===== src/hw/pdt_pkg.sv =====
// constants shared by the prescaled down timer: register indices, field positions,
// reset values and mode encoding
// assumes a 32-bit classic wishbone bus with byte addresses, word aligned registers
package pdt_pkg;

  // bus geometry
  localparam int WB_DW = 32;
  localparam int WB_SW = 4;
  localparam int ADDR_W = 12;
  localparam int IDX_W = ADDR_W - 2;

  // register indices, byte address is four times the index
  localparam logic [IDX_W-1:0] IDX_PRESCALER = 10'h0D2;
  localparam logic [IDX_W-1:0] IDX_COUNTER = 10'h0D3;
  localparam logic [IDX_W-1:0] IDX_STATUS_CONTROL = 10'h0D4;
  localparam logic [IDX_W-1:0] IDX_EVT_STATUS = 10'h0D5;
  localparam logic [IDX_W-1:0] IDX_EVT_MASK = 10'h0D6;

  // widths
  localparam int CNT_W = 8;
  localparam int PRE_W = 7;
  localparam int TAP_W = 3;
  localparam int EVT_W = 2;

  // timer_status_control field positions
  localparam int SC_ZERO_FLAG = 7;
  localparam int SC_IRQ_EN = 6;
  localparam int SC_PIN_DIR = 5;
  localparam int SC_PIN_DATA = 4;
  localparam int SC_RUN = 3;
  localparam int SC_TAP_LSB = 0;

  // event status / mask field positions
  localparam int EV_ZERO = 0;
  localparam int EV_PIN_RISE = 1;

  // values after reset
  localparam logic [CNT_W-1:0] COUNTER_RST = 8'hFF;
  localparam logic [PRE_W-1:0] PRESCALER_RST = 7'h7F;
  localparam logic [7:0] STATUS_CONTROL_RST = 8'h00;
  localparam logic [EVT_W-1:0] EVT_RST = 2'h0;

  // internal clock division ahead of the prescaler
  localparam int CORE_DIV = 12;

  typedef enum logic [1:0] {
    MODE_EVENT,
    MODE_GATED,
    MODE_OUTPUT
  } pdt_mode_t;

endpackage


===== src/hw/pdt_prescaler.sv =====
// 7-bit down-counting prescaler with a selectable tap feeding the counter clock
// assumes preTick is a one-cycle enable already in the clock domain
`timescale 1ns/1ps
module pdt_prescaler #(
  parameter int PRE_W = 7,
  parameter int TAP_W = 3
) (
  input wire logic clock,
  input wire logic sys_rst,
  input wire logic run,
  input wire logic preTick,
  input wire logic loadEn,
  input wire logic [PRE_W-1:0] loadVal,
  input wire logic [TAP_W-1:0] tapSel,
  output logic [PRE_W-1:0] value,
  output logic cntTick
);
  import pdt_pkg::*;

  logic [PRE_W-1:0] pre_ff;
  logic [PRE_W-1:0] nxt_pre;
  logic [PRE_W:0] riseVec;

  assign nxt_pre = pre_ff - PRE_W'(1);
  assign value = pre_ff;

  // factor 1 takes the prescaler input itself
  assign riseVec[0] = 1'b1;
  // factor 2^k takes the rising edge of bit k-1
  generate
    for (genvar k = 0; k < PRE_W; k++) begin : g_tap
      assign riseVec[k+1] = ~pre_ff[k] & nxt_pre[k];
    end
  endgenerate

  // a load swallows the tick so the loaded value is seen intact
  assign cntTick = run & preTick & ~loadEn & riseVec[tapSel];

  always_ff @(posedge clock) begin
    if (sys_rst) begin
      pre_ff <= PRESCALER_RST;
    end else if (!run) begin
      pre_ff <= PRESCALER_RST;
    end else if (loadEn) begin
      pre_ff <= loadVal;
    end else if (preTick) begin
      pre_ff <= nxt_pre;
    end
  end

endmodule


===== src/hw/pdt_timer.sv =====
// prescaled 8-bit down timer with count pin, wishbone register access and interrupts
// assumes a classic wishbone master on the same clock; the count pin is asynchronous
//
// Implementation choices: register access over Wishbone and the placing of the registers.
`timescale 1ns/1ps

// Notes on behaviour
// - counter drops by one per selected tap edge; software loads and reads it
// - a decrement reaching zero sets the zero-reached flag
// - timer request is high while the zero flag and its enable are both set
// - the timer request may wake the core out of wait
// - prescaler input is the internal clock over twelve or the count pin
// - prescaler is a 7-bit down-counter stepping on its input edge
// - tap select picks input clock for factor 1, else prescaler bit edges
// - run bit low forces prescaler to all ones and holds the counter
// - with run set, software may load any prescaler value up to 7Fh
// - gated mode steps from internal clock over twelve only while pin is high
// - event mode steps the prescaler on rising edges of the count pin
// - prescaler state is readable in its own register
// - tap codes 000 to 111 give factors 1 through 128
// - output mode uses internal clock; pin follows data while flag high, else latched
// - reset gives counter FFh, prescaler 7Fh, control register cleared
// - a counter write beats a simultaneous decrement to zero, flag stays clear
module pdt_timer #(
  parameter int CORE_DIV = pdt_pkg::CORE_DIV
) (
  input wire logic clock,
  input wire logic sys_rst,
  input wire logic wb_cyc_i,
  input wire logic wb_stb_i,
  input wire logic wb_we_i,
  input wire logic [pdt_pkg::ADDR_W-1:0] wb_adr_i,
  input wire logic [pdt_pkg::WB_SW-1:0] wb_sel_i,
  input wire logic [pdt_pkg::WB_DW-1:0] wb_dat_i,
  output logic [pdt_pkg::WB_DW-1:0] wb_dat_o,
  output logic wb_ack_o,
  input wire logic countPinIn,
  output logic countPinOut,
  output logic countPinOe,
  input wire logic coreWait,
  output logic timerIrqReq,
  output logic wakeReq,
  output logic irq
);
  import pdt_pkg::*;

  localparam int DIV_W = $clog2(CORE_DIV);
  localparam logic [DIV_W-1:0] DIV_LAST = DIV_W'(CORE_DIV - 1);

  // bus side
  logic ack_ff;
  logic [WB_DW-1:0] datOut_ff;
  logic [IDX_W-1:0] reqIdx;
  logic reqLive;
  logic accessNow;
  logic wrEn;
  logic rdEn;
  logic wrPrescaler;
  logic wrCounter;
  logic wrControl;
  logic wrEvtMask;
  logic rdEvtStatus;

  // control fields
  logic zeroFlag_ff;
  logic irqEnable_ff;
  logic pinDir_ff;
  logic pinData_ff;
  logic run_ff;
  logic [TAP_W-1:0] tap_ff;

  // counting
  logic [CNT_W-1:0] counter_ff;
  logic [PRE_W-1:0] prescalerValue;
  logic cntTick;
  logic preTick;
  logic hwZero;
  logic [DIV_W-1:0] div_ff;
  logic divTick;
  pdt_mode_t mode;

  // pin
  logic pinMeta_ff;
  logic pinSync_ff;
  logic pinLast_ff;
  logic pinRise;
  logic pinLatch_ff;

  // interrupt status
  logic [EVT_W-1:0] evtStatus_ff;
  logic [EVT_W-1:0] evtMask_ff;
  logic [EVT_W-1:0] evtSet;

  function automatic logic hitReg(
    input logic [IDX_W-1:0] idx,
    input logic [IDX_W-1:0] target
  );
    return idx == target;
  endfunction

  function automatic pdt_mode_t decodeMode(input logic dir, input logic data);
    pdt_mode_t m;
    m = MODE_OUTPUT;
    if (!dir) begin
      m = data ? MODE_GATED : MODE_EVENT;
    end
    return m;
  endfunction

  // unmapped indices read as zero
  function automatic logic [WB_DW-1:0] readMux(input logic [IDX_W-1:0] idx);
    logic [WB_DW-1:0] d;
    d = '0;
    if (hitReg(idx, IDX_PRESCALER)) begin
      d[PRE_W-1:0] = prescalerValue;
    end else if (hitReg(idx, IDX_COUNTER)) begin
      d[CNT_W-1:0] = counter_ff;
    end else if (hitReg(idx, IDX_STATUS_CONTROL)) begin
      d[SC_ZERO_FLAG] = zeroFlag_ff;
      d[SC_IRQ_EN] = irqEnable_ff;
      d[SC_PIN_DIR] = pinDir_ff;
      d[SC_PIN_DATA] = pinData_ff;
      d[SC_RUN] = run_ff;
      d[SC_TAP_LSB +: TAP_W] = tap_ff;
    end else if (hitReg(idx, IDX_EVT_STATUS)) begin
      d[EVT_W-1:0] = evtStatus_ff;
    end else if (hitReg(idx, IDX_EVT_MASK)) begin
      d[EVT_W-1:0] = evtMask_ff;
    end
    return d;
  endfunction

  // bus decode: effects happen on the edge that carries ack
  // sel[0] alone qualifies a write, as every register sits in the low byte
  assign reqIdx = wb_adr_i[ADDR_W-1:2];
  assign reqLive = wb_cyc_i & wb_stb_i;
  assign accessNow = reqLive & ack_ff;
  assign wrEn = accessNow & wb_we_i & wb_sel_i[0];
  assign rdEn = accessNow & ~wb_we_i;
  assign wrPrescaler = wrEn & hitReg(reqIdx, IDX_PRESCALER) & run_ff;
  assign wrCounter = wrEn & hitReg(reqIdx, IDX_COUNTER);
  assign wrControl = wrEn & hitReg(reqIdx, IDX_STATUS_CONTROL);
  assign wrEvtMask = wrEn & hitReg(reqIdx, IDX_EVT_MASK);
  assign rdEvtStatus = rdEn & hitReg(reqIdx, IDX_EVT_STATUS);

  // ack drops for a cycle after each access, so a held strobe is answered every second cycle
  always_ff @(posedge clock) begin
    if (sys_rst) begin
      ack_ff <= 1'b0;
    end else begin
      ack_ff <= reqLive & ~ack_ff;
    end
  end

  // read data captured on the same edge that raises ack so it is stable while ack is high
  always_ff @(posedge clock) begin
    if (sys_rst) begin
      datOut_ff <= '0;
    end else if (reqLive & ~ack_ff & ~wb_we_i) begin
      datOut_ff <= readMux(reqIdx);
    end
  end

  assign wb_ack_o = ack_ff;
  assign wb_dat_o = datOut_ff;

  // control register fields, one flop per field
  // run low also pins the prescaler at all ones, inside the prescaler
  always_ff @(posedge clock) begin
    if (sys_rst) begin
      irqEnable_ff <= STATUS_CONTROL_RST[SC_IRQ_EN];
    end else if (wrControl) begin
      irqEnable_ff <= wb_dat_i[SC_IRQ_EN];
    end
  end

  always_ff @(posedge clock) begin
    if (sys_rst) begin
      pinDir_ff <= STATUS_CONTROL_RST[SC_PIN_DIR];
    end else if (wrControl) begin
      pinDir_ff <= wb_dat_i[SC_PIN_DIR];
    end
  end

  always_ff @(posedge clock) begin
    if (sys_rst) begin
      pinData_ff <= STATUS_CONTROL_RST[SC_PIN_DATA];
    end else if (wrControl) begin
      pinData_ff <= wb_dat_i[SC_PIN_DATA];
    end
  end

  always_ff @(posedge clock) begin
    if (sys_rst) begin
      run_ff <= STATUS_CONTROL_RST[SC_RUN];
    end else if (wrControl) begin
      run_ff <= wb_dat_i[SC_RUN];
    end
  end

  always_ff @(posedge clock) begin
    if (sys_rst) begin
      tap_ff <= STATUS_CONTROL_RST[SC_TAP_LSB +: TAP_W];
    end else if (wrControl) begin
      tap_ff <= wb_dat_i[SC_TAP_LSB +: TAP_W];
    end
  end

  // a hardware zero wins over a software clear in the same cycle
  always_ff @(posedge clock) begin
    if (sys_rst) begin
      zeroFlag_ff <= STATUS_CONTROL_RST[SC_ZERO_FLAG];
    end else if (hwZero) begin
      zeroFlag_ff <= 1'b1;
    end else if (wrControl) begin
      zeroFlag_ff <= wb_dat_i[SC_ZERO_FLAG];
    end
  end

  // internal clock divided by twelve, free running
  // run does not restart the divider, so the first step comes within twelve clocks
  assign divTick = (div_ff == DIV_LAST);

  always_ff @(posedge clock) begin
    if (sys_rst) begin
      div_ff <= '0;
    end else if (divTick) begin
      div_ff <= '0;
    end else begin
      div_ff <= div_ff + DIV_W'(1);
    end
  end

  // count pin passes two flops before anything looks at it
  always_ff @(posedge clock) begin
    if (sys_rst) begin
      pinMeta_ff <= 1'b0;
      pinSync_ff <= 1'b0;
    end else begin
      pinMeta_ff <= countPinIn;
      pinSync_ff <= pinMeta_ff;
    end
  end

  // edge history resets low like the idle pin, so reset leaves no false edge
  always_ff @(posedge clock) begin
    if (sys_rst) begin
      pinLast_ff <= 1'b0;
    end else begin
      pinLast_ff <= pinSync_ff;
    end
  end

  assign pinRise = pinSync_ff & ~pinLast_ff;

  // prescaler input selection per mode
  // output mode never looks at the pin, so its own drive cannot step the prescaler
  assign mode = decodeMode(pinDir_ff, pinData_ff);

  always_comb begin
    preTick = 1'b0;
    unique case (mode)
      MODE_EVENT: begin
        preTick = pinRise;
      end
      MODE_GATED: begin
        preTick = divTick & pinSync_ff;
      end
      MODE_OUTPUT: begin
        preTick = divTick;
      end
    endcase
  end

  // the prescaler owns run, load and tap; it hands back one counter tick
  pdt_prescaler #(
    .PRE_W(PRE_W),
    .TAP_W(TAP_W)
  ) u_prescaler (
    .clock(clock),
    .sys_rst(sys_rst),
    .run(run_ff),
    .preTick(preTick),
    .loadEn(wrPrescaler),
    .loadVal(wb_dat_i[PRE_W-1:0]),
    .tapSel(tap_ff),
    .value(prescalerValue),
    .cntTick(cntTick)
  );

  // zero is reached only by a real decrement that no write overrides
  assign hwZero = run_ff & cntTick & ~wrCounter & (counter_ff == 8'h01);

  // a stopped timer ignores ticks, but software writes land at any time
  always_ff @(posedge clock) begin
    if (sys_rst) begin
      counter_ff <= COUNTER_RST;
    end else if (wrCounter) begin
      counter_ff <= wb_dat_i[CNT_W-1:0];
    end else if (run_ff & cntTick) begin
      // 00h wraps to FFh on the next tick
      counter_ff <= counter_ff - 8'h01;
    end
  end

  // output latch is transparent while the zero flag is high
  always_ff @(posedge clock) begin
    if (sys_rst) begin
      pinLatch_ff <= 1'b0;
    end else if (zeroFlag_ff) begin
      pinLatch_ff <= pinData_ff;
    end
  end

  assign countPinOut = pinLatch_ff;
  assign countPinOe = pinDir_ff;

  // sticky events; read clears only what the read actually returned
  // an event landing in the clearing cycle stays pending
  assign evtSet[EV_ZERO] = hwZero;
  assign evtSet[EV_PIN_RISE] = pinRise & ~pinDir_ff;

  always_ff @(posedge clock) begin
    if (sys_rst) begin
      evtStatus_ff <= EVT_RST;
    end else if (rdEvtStatus) begin
      evtStatus_ff <= evtSet | (evtStatus_ff & ~datOut_ff[EVT_W-1:0]);
    end else begin
      evtStatus_ff <= evtSet | evtStatus_ff;
    end
  end

  always_ff @(posedge clock) begin
    if (sys_rst) begin
      evtMask_ff <= EVT_RST;
    end else if (wrEvtMask) begin
      evtMask_ff <= wb_dat_i[EVT_W-1:0];
    end
  end

  // irq serves the event registers; timerIrqReq is the flag and enable pair
  assign irq = |(evtStatus_ff & evtMask_ff);
  assign timerIrqReq = zeroFlag_ff & irqEnable_ff;
  // the core only listens to this while it sits in wait
  assign wakeReq = coreWait & timerIrqReq;

endmodule


===== config.mk =====
export PLATFORM = sky130hd
export DESIGN_NAME = pdt_timer
export DESIGN_NICKNAME = d
export VERILOG_FILES = /design/src/hw/pdt_pkg.sv /design/src/hw/pdt_prescaler.sv /design/src/hw/pdt_timer.sv
export SDC_FILE = /design/constraint.sdc
export NUM_CORES = 1
export LEC_CHECK = 0
export BUFFER_PORTS_ARGS = -buffer_cell sky130_fd_sc_hd__buf_2
export CAP_MARGIN = 25
export CORE_ASPECT_RATIO = 1.5
export CORE_MARGIN = 5
export CORE_UTILIZATION = 51
export CTS_BUF_LIST = sky130_fd_sc_hd__clkbuf_4
export DETAILED_ROUTE_END_ITERATION = 6
export PLACE_DENSITY = 0.93
export REMOVE_ABC_BUFFERS = 1
export SYNTH_ARGS = -nofsm -noshare
export SYNTH_HDL_FRONTEND = slang
export SYNTH_SLANG_ARGS = --single-unit

===== constraint.sdc =====
create_clock -name clock -period 2.97 [get_ports clock]
set_input_delay 0.1485 -clock clock [delete_from_list [all_inputs] [get_ports clock]]
set_output_delay 0.1485 -clock clock [all_outputs]
set_load 0.1 [all_outputs]

---- After elaboration in Yosys (flattened, before gate mapping) ----
Cells that the tools add are included.
cells by class
  add/sub/neg operators ................... 3
  magnitude comparators ................... 1
  equality and inequality tests ........... 9
  muxes and demuxes ....................... 19
  bitwise gates (word level) .............. 50
  reduce and logical (&&, ||, !) cells .... 7
operators by type and width
  cell                                                count
  == test 10 x 8 -> 1 bit, second input constant      5
  AND 1 bit                                           31
  two-way mux 8 bit                                   3
  two-way mux 7 bit                                   3
  NOT 1 bit                                           14
  two-way mux 2 bit                                   5
  == test 8 x 1 -> 1 bit, second input constant       1
  subtractor 8 x 1 -> 8 bit, second input constant    1
  subtractor 7 x 1 -> 7 bit, second input constant    1
  two-way mux 6 bit                                   1
  nonzero test 2 bit                                  3
  OR reduction 2 bit                                  3
  two-way mux 1 bit                                   5
  adder 4 x 1 -> 4 bit, second input constant         1
  AND 2 bit                                           2
  == test 4 bit, second input constant                1
  < comparator 3 x 4 -> 1 bit, second input constant  1
  bitwise OR 2 bit                                    2
  binary-select mux 1 bit (select 3 bit)              1
  one-hot mux 1 bit (3 select lines)                  1
  == test 2 x 1 -> 1 bit, second input constant       1
  == test 2 bit, second input constant                1
  logical NOT 2 bit                                   1
  NOT 2 bit                                           1
word-level totals
  bits in registers ....................... 44
  input bits .............................. 55
  output and inout port bits .............. 38
  word-level logic and storage cells ...... 106

---- Longest topological paths before layout ----
  depth in word-level cells ............... 14
  gate-level depth with buffers ........... 11
  gate-level depth less buffers ........... 11

---- Hierarchy ----
Synthesis repeated with hierarchy kept, for this count alone.
second synthesis, totals
  cell total of the unflattened synthesis .. 308
  area total of the unflattened synthesis .. 2670.1 µm²
modules (own cells, without submodules)
  module         instances  cells each  area an instance (µm²)  sequential area each (µm²)
  pdt_timer      1          242         2154.6                  740.7
  pdt_prescaler  1          66          515.5                   140.1

---- Worst setup path after synthesis ----
OpenSTA, ideal clock, no wires.
  kind .................................... register -> register
  from .................................... register ack_ff (netlist: wb_ack_o)
  to ...................................... register u_prescaler.pre_ff[4] (netlist: u_prescaler.value[4])
  library setup time ...................... 0.120 ns
  arrival ................................. 2.366 ns
  data required time ...................... 2.850 ns
  setup slack ............................. 0.484 ns
  cell stages (with the launch flop) ...... 8
  buffers on the path ..................... 2
  clock period less this slack ............ 2.486 ns
  cell sequence ........................... dfxtp_1 > nand3_1 > nor4_4 > and3_1 > clkbuf_1 > buf_2 > a211oi_1 > a211o_1
on the way
  word-level cells in the longest chain between the ends .. 6
  elaborated cells between the ends (all ways) .. 7
  those cells by class .................... 1 x mux; 5 x bitwise; 1 x reduce/logical
ends and longest elaborated chain
  item                                                     RTL line             text
  start: declaration                                       pdt_timer.sv:51      logic ack_ff;
  start signal: assignment                                 pdt_timer.sv:151     ack_ff <= reqLive & ~ack_ff;
  AND 1 bit *                                              pdt_timer.sv:137     assign accessNow = reqLive & ack_ff;
  AND 1 bit * (2 in series)                                pdt_timer.sv:138     assign wrEn = accessNow & wb_we_i & wb_sel_i[0];
  AND 1 bit * (2 in series)                                pdt_timer.sv:140     assign wrPrescaler = wrEn & hitReg(reqIdx, IDX_PRESCALER) & run_ff;
  two-way mux 7 bit or nonzero test 2 bit (tied branches)  --
  end signal: assignment                                   pdt_prescaler.sv:45  pre_ff <= loadVal;
  end signal: assignment                                   pdt_prescaler.sv:47  pre_ff <= nxt_pre;
  end: declaration                                         pdt_prescaler.sv:20  logic [PRE_W-1:0] pre_ff;
Every way passes the cells marked *; elsewhere a longest branch is shown, timed or not.
A chain may end at the register's enable or synchronous reset.

---- Worst setup path in the final report ----
  from .................................... register u_prescaler.pre_ff[0] (netlist: u_prescaler.value[0])
  to ...................................... register counter_ff[6]
on the way
  word-level cells in the longest chain between the ends .. 7
  elaborated cells between the ends (all ways) .. 14
  those cells by class .................... 1 x add/sub; 2 x mux; 10 x bitwise; 1 x reduce/logical
ends and longest elaborated chain
  item                                                    RTL line                                  text
  subtractor 7 x 1 -> 7 bit or NOT 1 bit (tied branches)  pdt_prescaler.sv:24, pdt_prescaler.sv:32
  AND 1 bit                                               pdt_prescaler.sv:32                       assign riseVec[k+1] = ~pre_ff[k] & nxt_pre[k];
  binary-select mux 1 bit (select 3 bit) *                pdt_prescaler.sv:37                       assign cntTick = run & preTick & ~loadEn & riseVec[tapSel];
  two-way mux 1 bit (not written as such) *               pdt_prescaler.sv:37
  AND 1 bit *                                             pdt_prescaler.sv:37
  AND 1 bit *                                             pdt_timer.sv:300                          end else if (run_ff & cntTick) begin
  nonzero test 2 bit (no source line) *                   --
  end signal: assignment                                  pdt_timer.sv:299                          counter_ff <= wb_dat_i[CNT_W-1:0];
  end signal: assignment                                  pdt_timer.sv:302                          counter_ff <= counter_ff - 8'h01;
  end: declaration                                        pdt_timer.sv:73                           logic [CNT_W-1:0] counter_ff;
Every way passes the cells marked *; elsewhere a longest branch is shown, timed or not. The select of a mux whose other input is x is not followed.

==> flow_summary.json <==
{
  "yosysMostFrequentCell": "dfxtp_1",
  "antenna_left": 0,
  "start_kind": "flip-flop",
  "power_mw": 1.14,
  "criticalPathCategory": "flip-flop to flip-flop",
  "syn-instance-count": 305,
  "final_hold_viol_count": 0,
  "syn_area_um2": 2580,
  "portBuffers": 39,
  "cpPeakStageDelay_ps": 380,
  "cp_cell_sequence": "inv_1, ha_1, and3_1, and3_1, ha_1, mux2i_1, and3_1, a311oi_1, and4_1, mux2_2, a21oi_1",
  "synth_commonest_cells": "dfxtp_1, nor2_1, buf_4",
  "cellInternalPower_mw": 0.731,
  "cts_tree": "built",
  "drt-total-wl_um": 6020,
  "vias_per_cell": 5.65,
  "p_sw_share_pct": 36.2,
  "row_count": 31,
  "grt_pass1_vias": 2306,
  "ys_ff_latch": 44,
  "setup_slack_ps": 337,
  "setup_violations": 0,
  "tightest_slew_ps": 811,
  "yosysUniqueCellTypes": 51,
  "clockPowerShare_pct": 28.2,
  "finClkSkew_ps": 5.92,
  "cp.arrival_ps": 2950,
  "critPathMaxFanout": 5,
  "ys_top_cells_by_area": "dfxtp_1, buf_4, nor2_1",
  "first_pass_iters": 4,
  "critPathBufInv": 1,
  "hpwl_um": 4600,
  "cts.path.max_buffers": 2,
  "status": "complete, no violations",
  "ff2ff_path_depth": 11,
  "vdd_drop_max_mv": 0.236,
  "die-area_um2": 6610,
  "drv_cap": 0,
  "critPathTopFamily": "simple AND/OR/NAND/NOR gates",
  "holdPathEnd": "u_prescaler.value[2]$_SDFFE_PP1P_",
  "postCtsSetupRepairBufs": 0,
  "combPwrFrac_pct": 19.3,
  "wire_per_inst_um": 14.9,
  "vias": 2288,
  "grt_max_degree": 47,
  "drc": 0,
  "dp_worst_setup_slack_ps": 385,
  "antenna_found_initial": 0,
  "hold_class": "primary input to flip-flop",
  "cts_hold_buf": 1,
  "synthFlopType": "dfxtp_1",
  "nets": 402,
  "clock_latency_ps": 370,
  "track_usage_pct": 18.9,
  "ios": 93,
  "power_density_nw_per_um2": 412,
  "fin_setup_tns_ps": 0,
  "place_area_um2": 2710,
  "cts-root-buf": "clkbuf_4",
  "core_um2": 4890,
  "h-tree-depth": 2,
  "fin_area_um2": 2780,
  "yosysTopAreaCellShare_pct": 34.1,
  "die_w_um": 68.1,
  "r2r-start": "u_prescaler.value[0]$_SDFFE_PP1P_",
  "gp_congestion": 0.885,
  "synth_edf_count": 0,
  "grt_pass1_wl_um": 9830,
  "cts_resized": 0,
  "seq_area_frac_synth_pct": 34.1,
  "min_period_ps": 2630,
  "diodes": 0,
  "utilization_pct": 56.9,
  "yosysWarningCount": 0,
  "syn2layout_area_growth_pct": 7.76,
  "critPathCaptureType": "flip-flop",
  "p_switching_mw": 0.414,
  "cp_data_required_time_ps": 3280,
  "final_max_slew_viol_count": 0,
  "rsz0062_at_grt": "no",
  "max_freq_ghz": 0.380,
  "synthArstFlopShare_pct": 0,
  "drt_iter0_drc": 91,
  "initial_utilization_pct": 52.8,
  "regToRegEndpoint": "counter_ff[6]$_SDFFE_PP1P_",
  "syn_avg_cell_area_um2": 8.46,
  "synth_largest_area_cell": "dfxtp_1",
  "seqPwrFrac_pct": 52.5,
  "grt_remaining_overflow": 0,
  "final.period_utilization_pct": 88.7,
  "crit_path_frequent_cell": "and3_1",
  "min_from": "wb_dat_i[2]",
  "slowest_stage": "dfxtp_1",
  "leakage_nw": 1.22,
  "hold_depth": 2,
  "clk_pin_slew_ps": 140,
  "ff2ff_setup_slack_ps": 340,
  "cts_made_buffers": 5,
  "drive_gt1_share_pct": 17.4,
  "dieHeight_um": 97.1,
  "maxSlewHeadroom_pct": 45.9,
  "cts_sinks": 44
}
==> state kept, by name, summed over array words and instances, names as in the netlist <==
| name | count |
|---|---|
| tap_ff | 3 |
| pinData_ff | 1 |
| run_ff | 1 |
| countPinOut | 1 |
| irqEnable_ff | 1 |
| u_prescaler.value | 7 |
| pinLast_ff | 1 |
| div_ff | 4 |
| pinSync_ff | 1 |
| countPinOe | 1 |
| wb_ack_o | 1 |
| zeroFlag_ff | 1 |
| wb_dat_o | 8 |
| counter_ff | 8 |
| evtStatus_ff | 2 |
| pinMeta_ff | 1 |
| evtMask_ff | 2 |
==> cell usage in the layout (no fill, tap or decap), types with 7 or more instances in the layout <==
cell type and n:
a211oi_1 8, a21oi_1 12, a211o_1 7, and3_1 9, inv_1 13, nand2_1 19
o21ai_0 7, a22oi_1 13, ha_1 9, dfxtp_1 44, buf_2 39, nor3_1 13
conb_1 24, mux2i_1 14, nor2_1 41
==> per-layer routing <==
layer	share of wire, %	vias up	track usage [%]
li1	-	1110	-
met1	35	1063	18.7
met2	54	98	33.2
met3	6.9	17	4.51
met4	3.6	0	12.1
met5	0	-	0
==> final cells by class <==
type	instances	area, µm²
clock buffers	5	37.5
repair buffers	43	228
multi-input cells	231	1480
inverters	13	48.8
well taps	66	82.6
clock inverters	3	26.3
flip-flops and latches	44	881
fillers	468	2110
==> cell families (layout without fill, tap and decap cells) <==
logic type | after synthesis | count (layout) | synth area share [%]
compound gates | 61 | 61 | 17.1
xor+xnor | 5 | 5 | 1.70
fa+ha+maj | 9 | 9 | 4.36
buf+inv | 53 | 64 | 12.0
flops | 44 | 44 | 34.1
mux | 15 | 15 | 5.87
other cells | 1 | 24 | 0.145
simple gates | 117 | 117 | 24.7
==> how the worst max path moves through the flow <==
stage / startpoint / endpoint / cells past startpoint
finish: u_prescaler.value[0]$_SDFFE_PP1P_ / counter_ff[6]$_SDFFE_PP1P_ / 11
CTS: u_prescaler.value[0]$_SDFFE_PP1P_ / counter_ff[6]$_SDFFE_PP1P_ / 11
floorplan: countPinOe$_SDFFE_PP0P_ / counter_ff[6]$_SDFFE_PP1P_ / 6
global route: u_prescaler.value[0]$_SDFFE_PP1P_ / counter_ff[6]$_SDFFE_PP1P_ / 11
detailed placement: u_prescaler.value[0]$_SDFFE_PP1P_ / counter_ff[6]$_SDFFE_PP1P_ / 11
global placement: u_prescaler.value[0]$_SDFFE_PP1P_ / counter_ff[6]$_SDFFE_PP1P_ / 11
==> power groups by stage <==
stage	combinational, mW	sequential, mW	clock [mW]
after floorplan	0.168	0.617	0
after global placement	0.215	0.614	0
after detailed placement	0.217	0.614	0
after CTS	0.219	0.601	0.324
after global routing	0.230	0.602	0.358
final	0.221	0.601	0.323
==> through the flow <==
| stage | cells | hold slack (ps) |
|---|---|---|
| 4_1_cts | 405 | 8.75 |
| 5_1_grt | 405 | 1.68 |
| 2_1_floorplan | 288 | 218 |
| 3_5_place_dp | 396 | 387 |
| 6_report | 405 | 13.0 |
| 3_3_place_gp | 396 | 376 |
(Power assumes the default switching activity.)
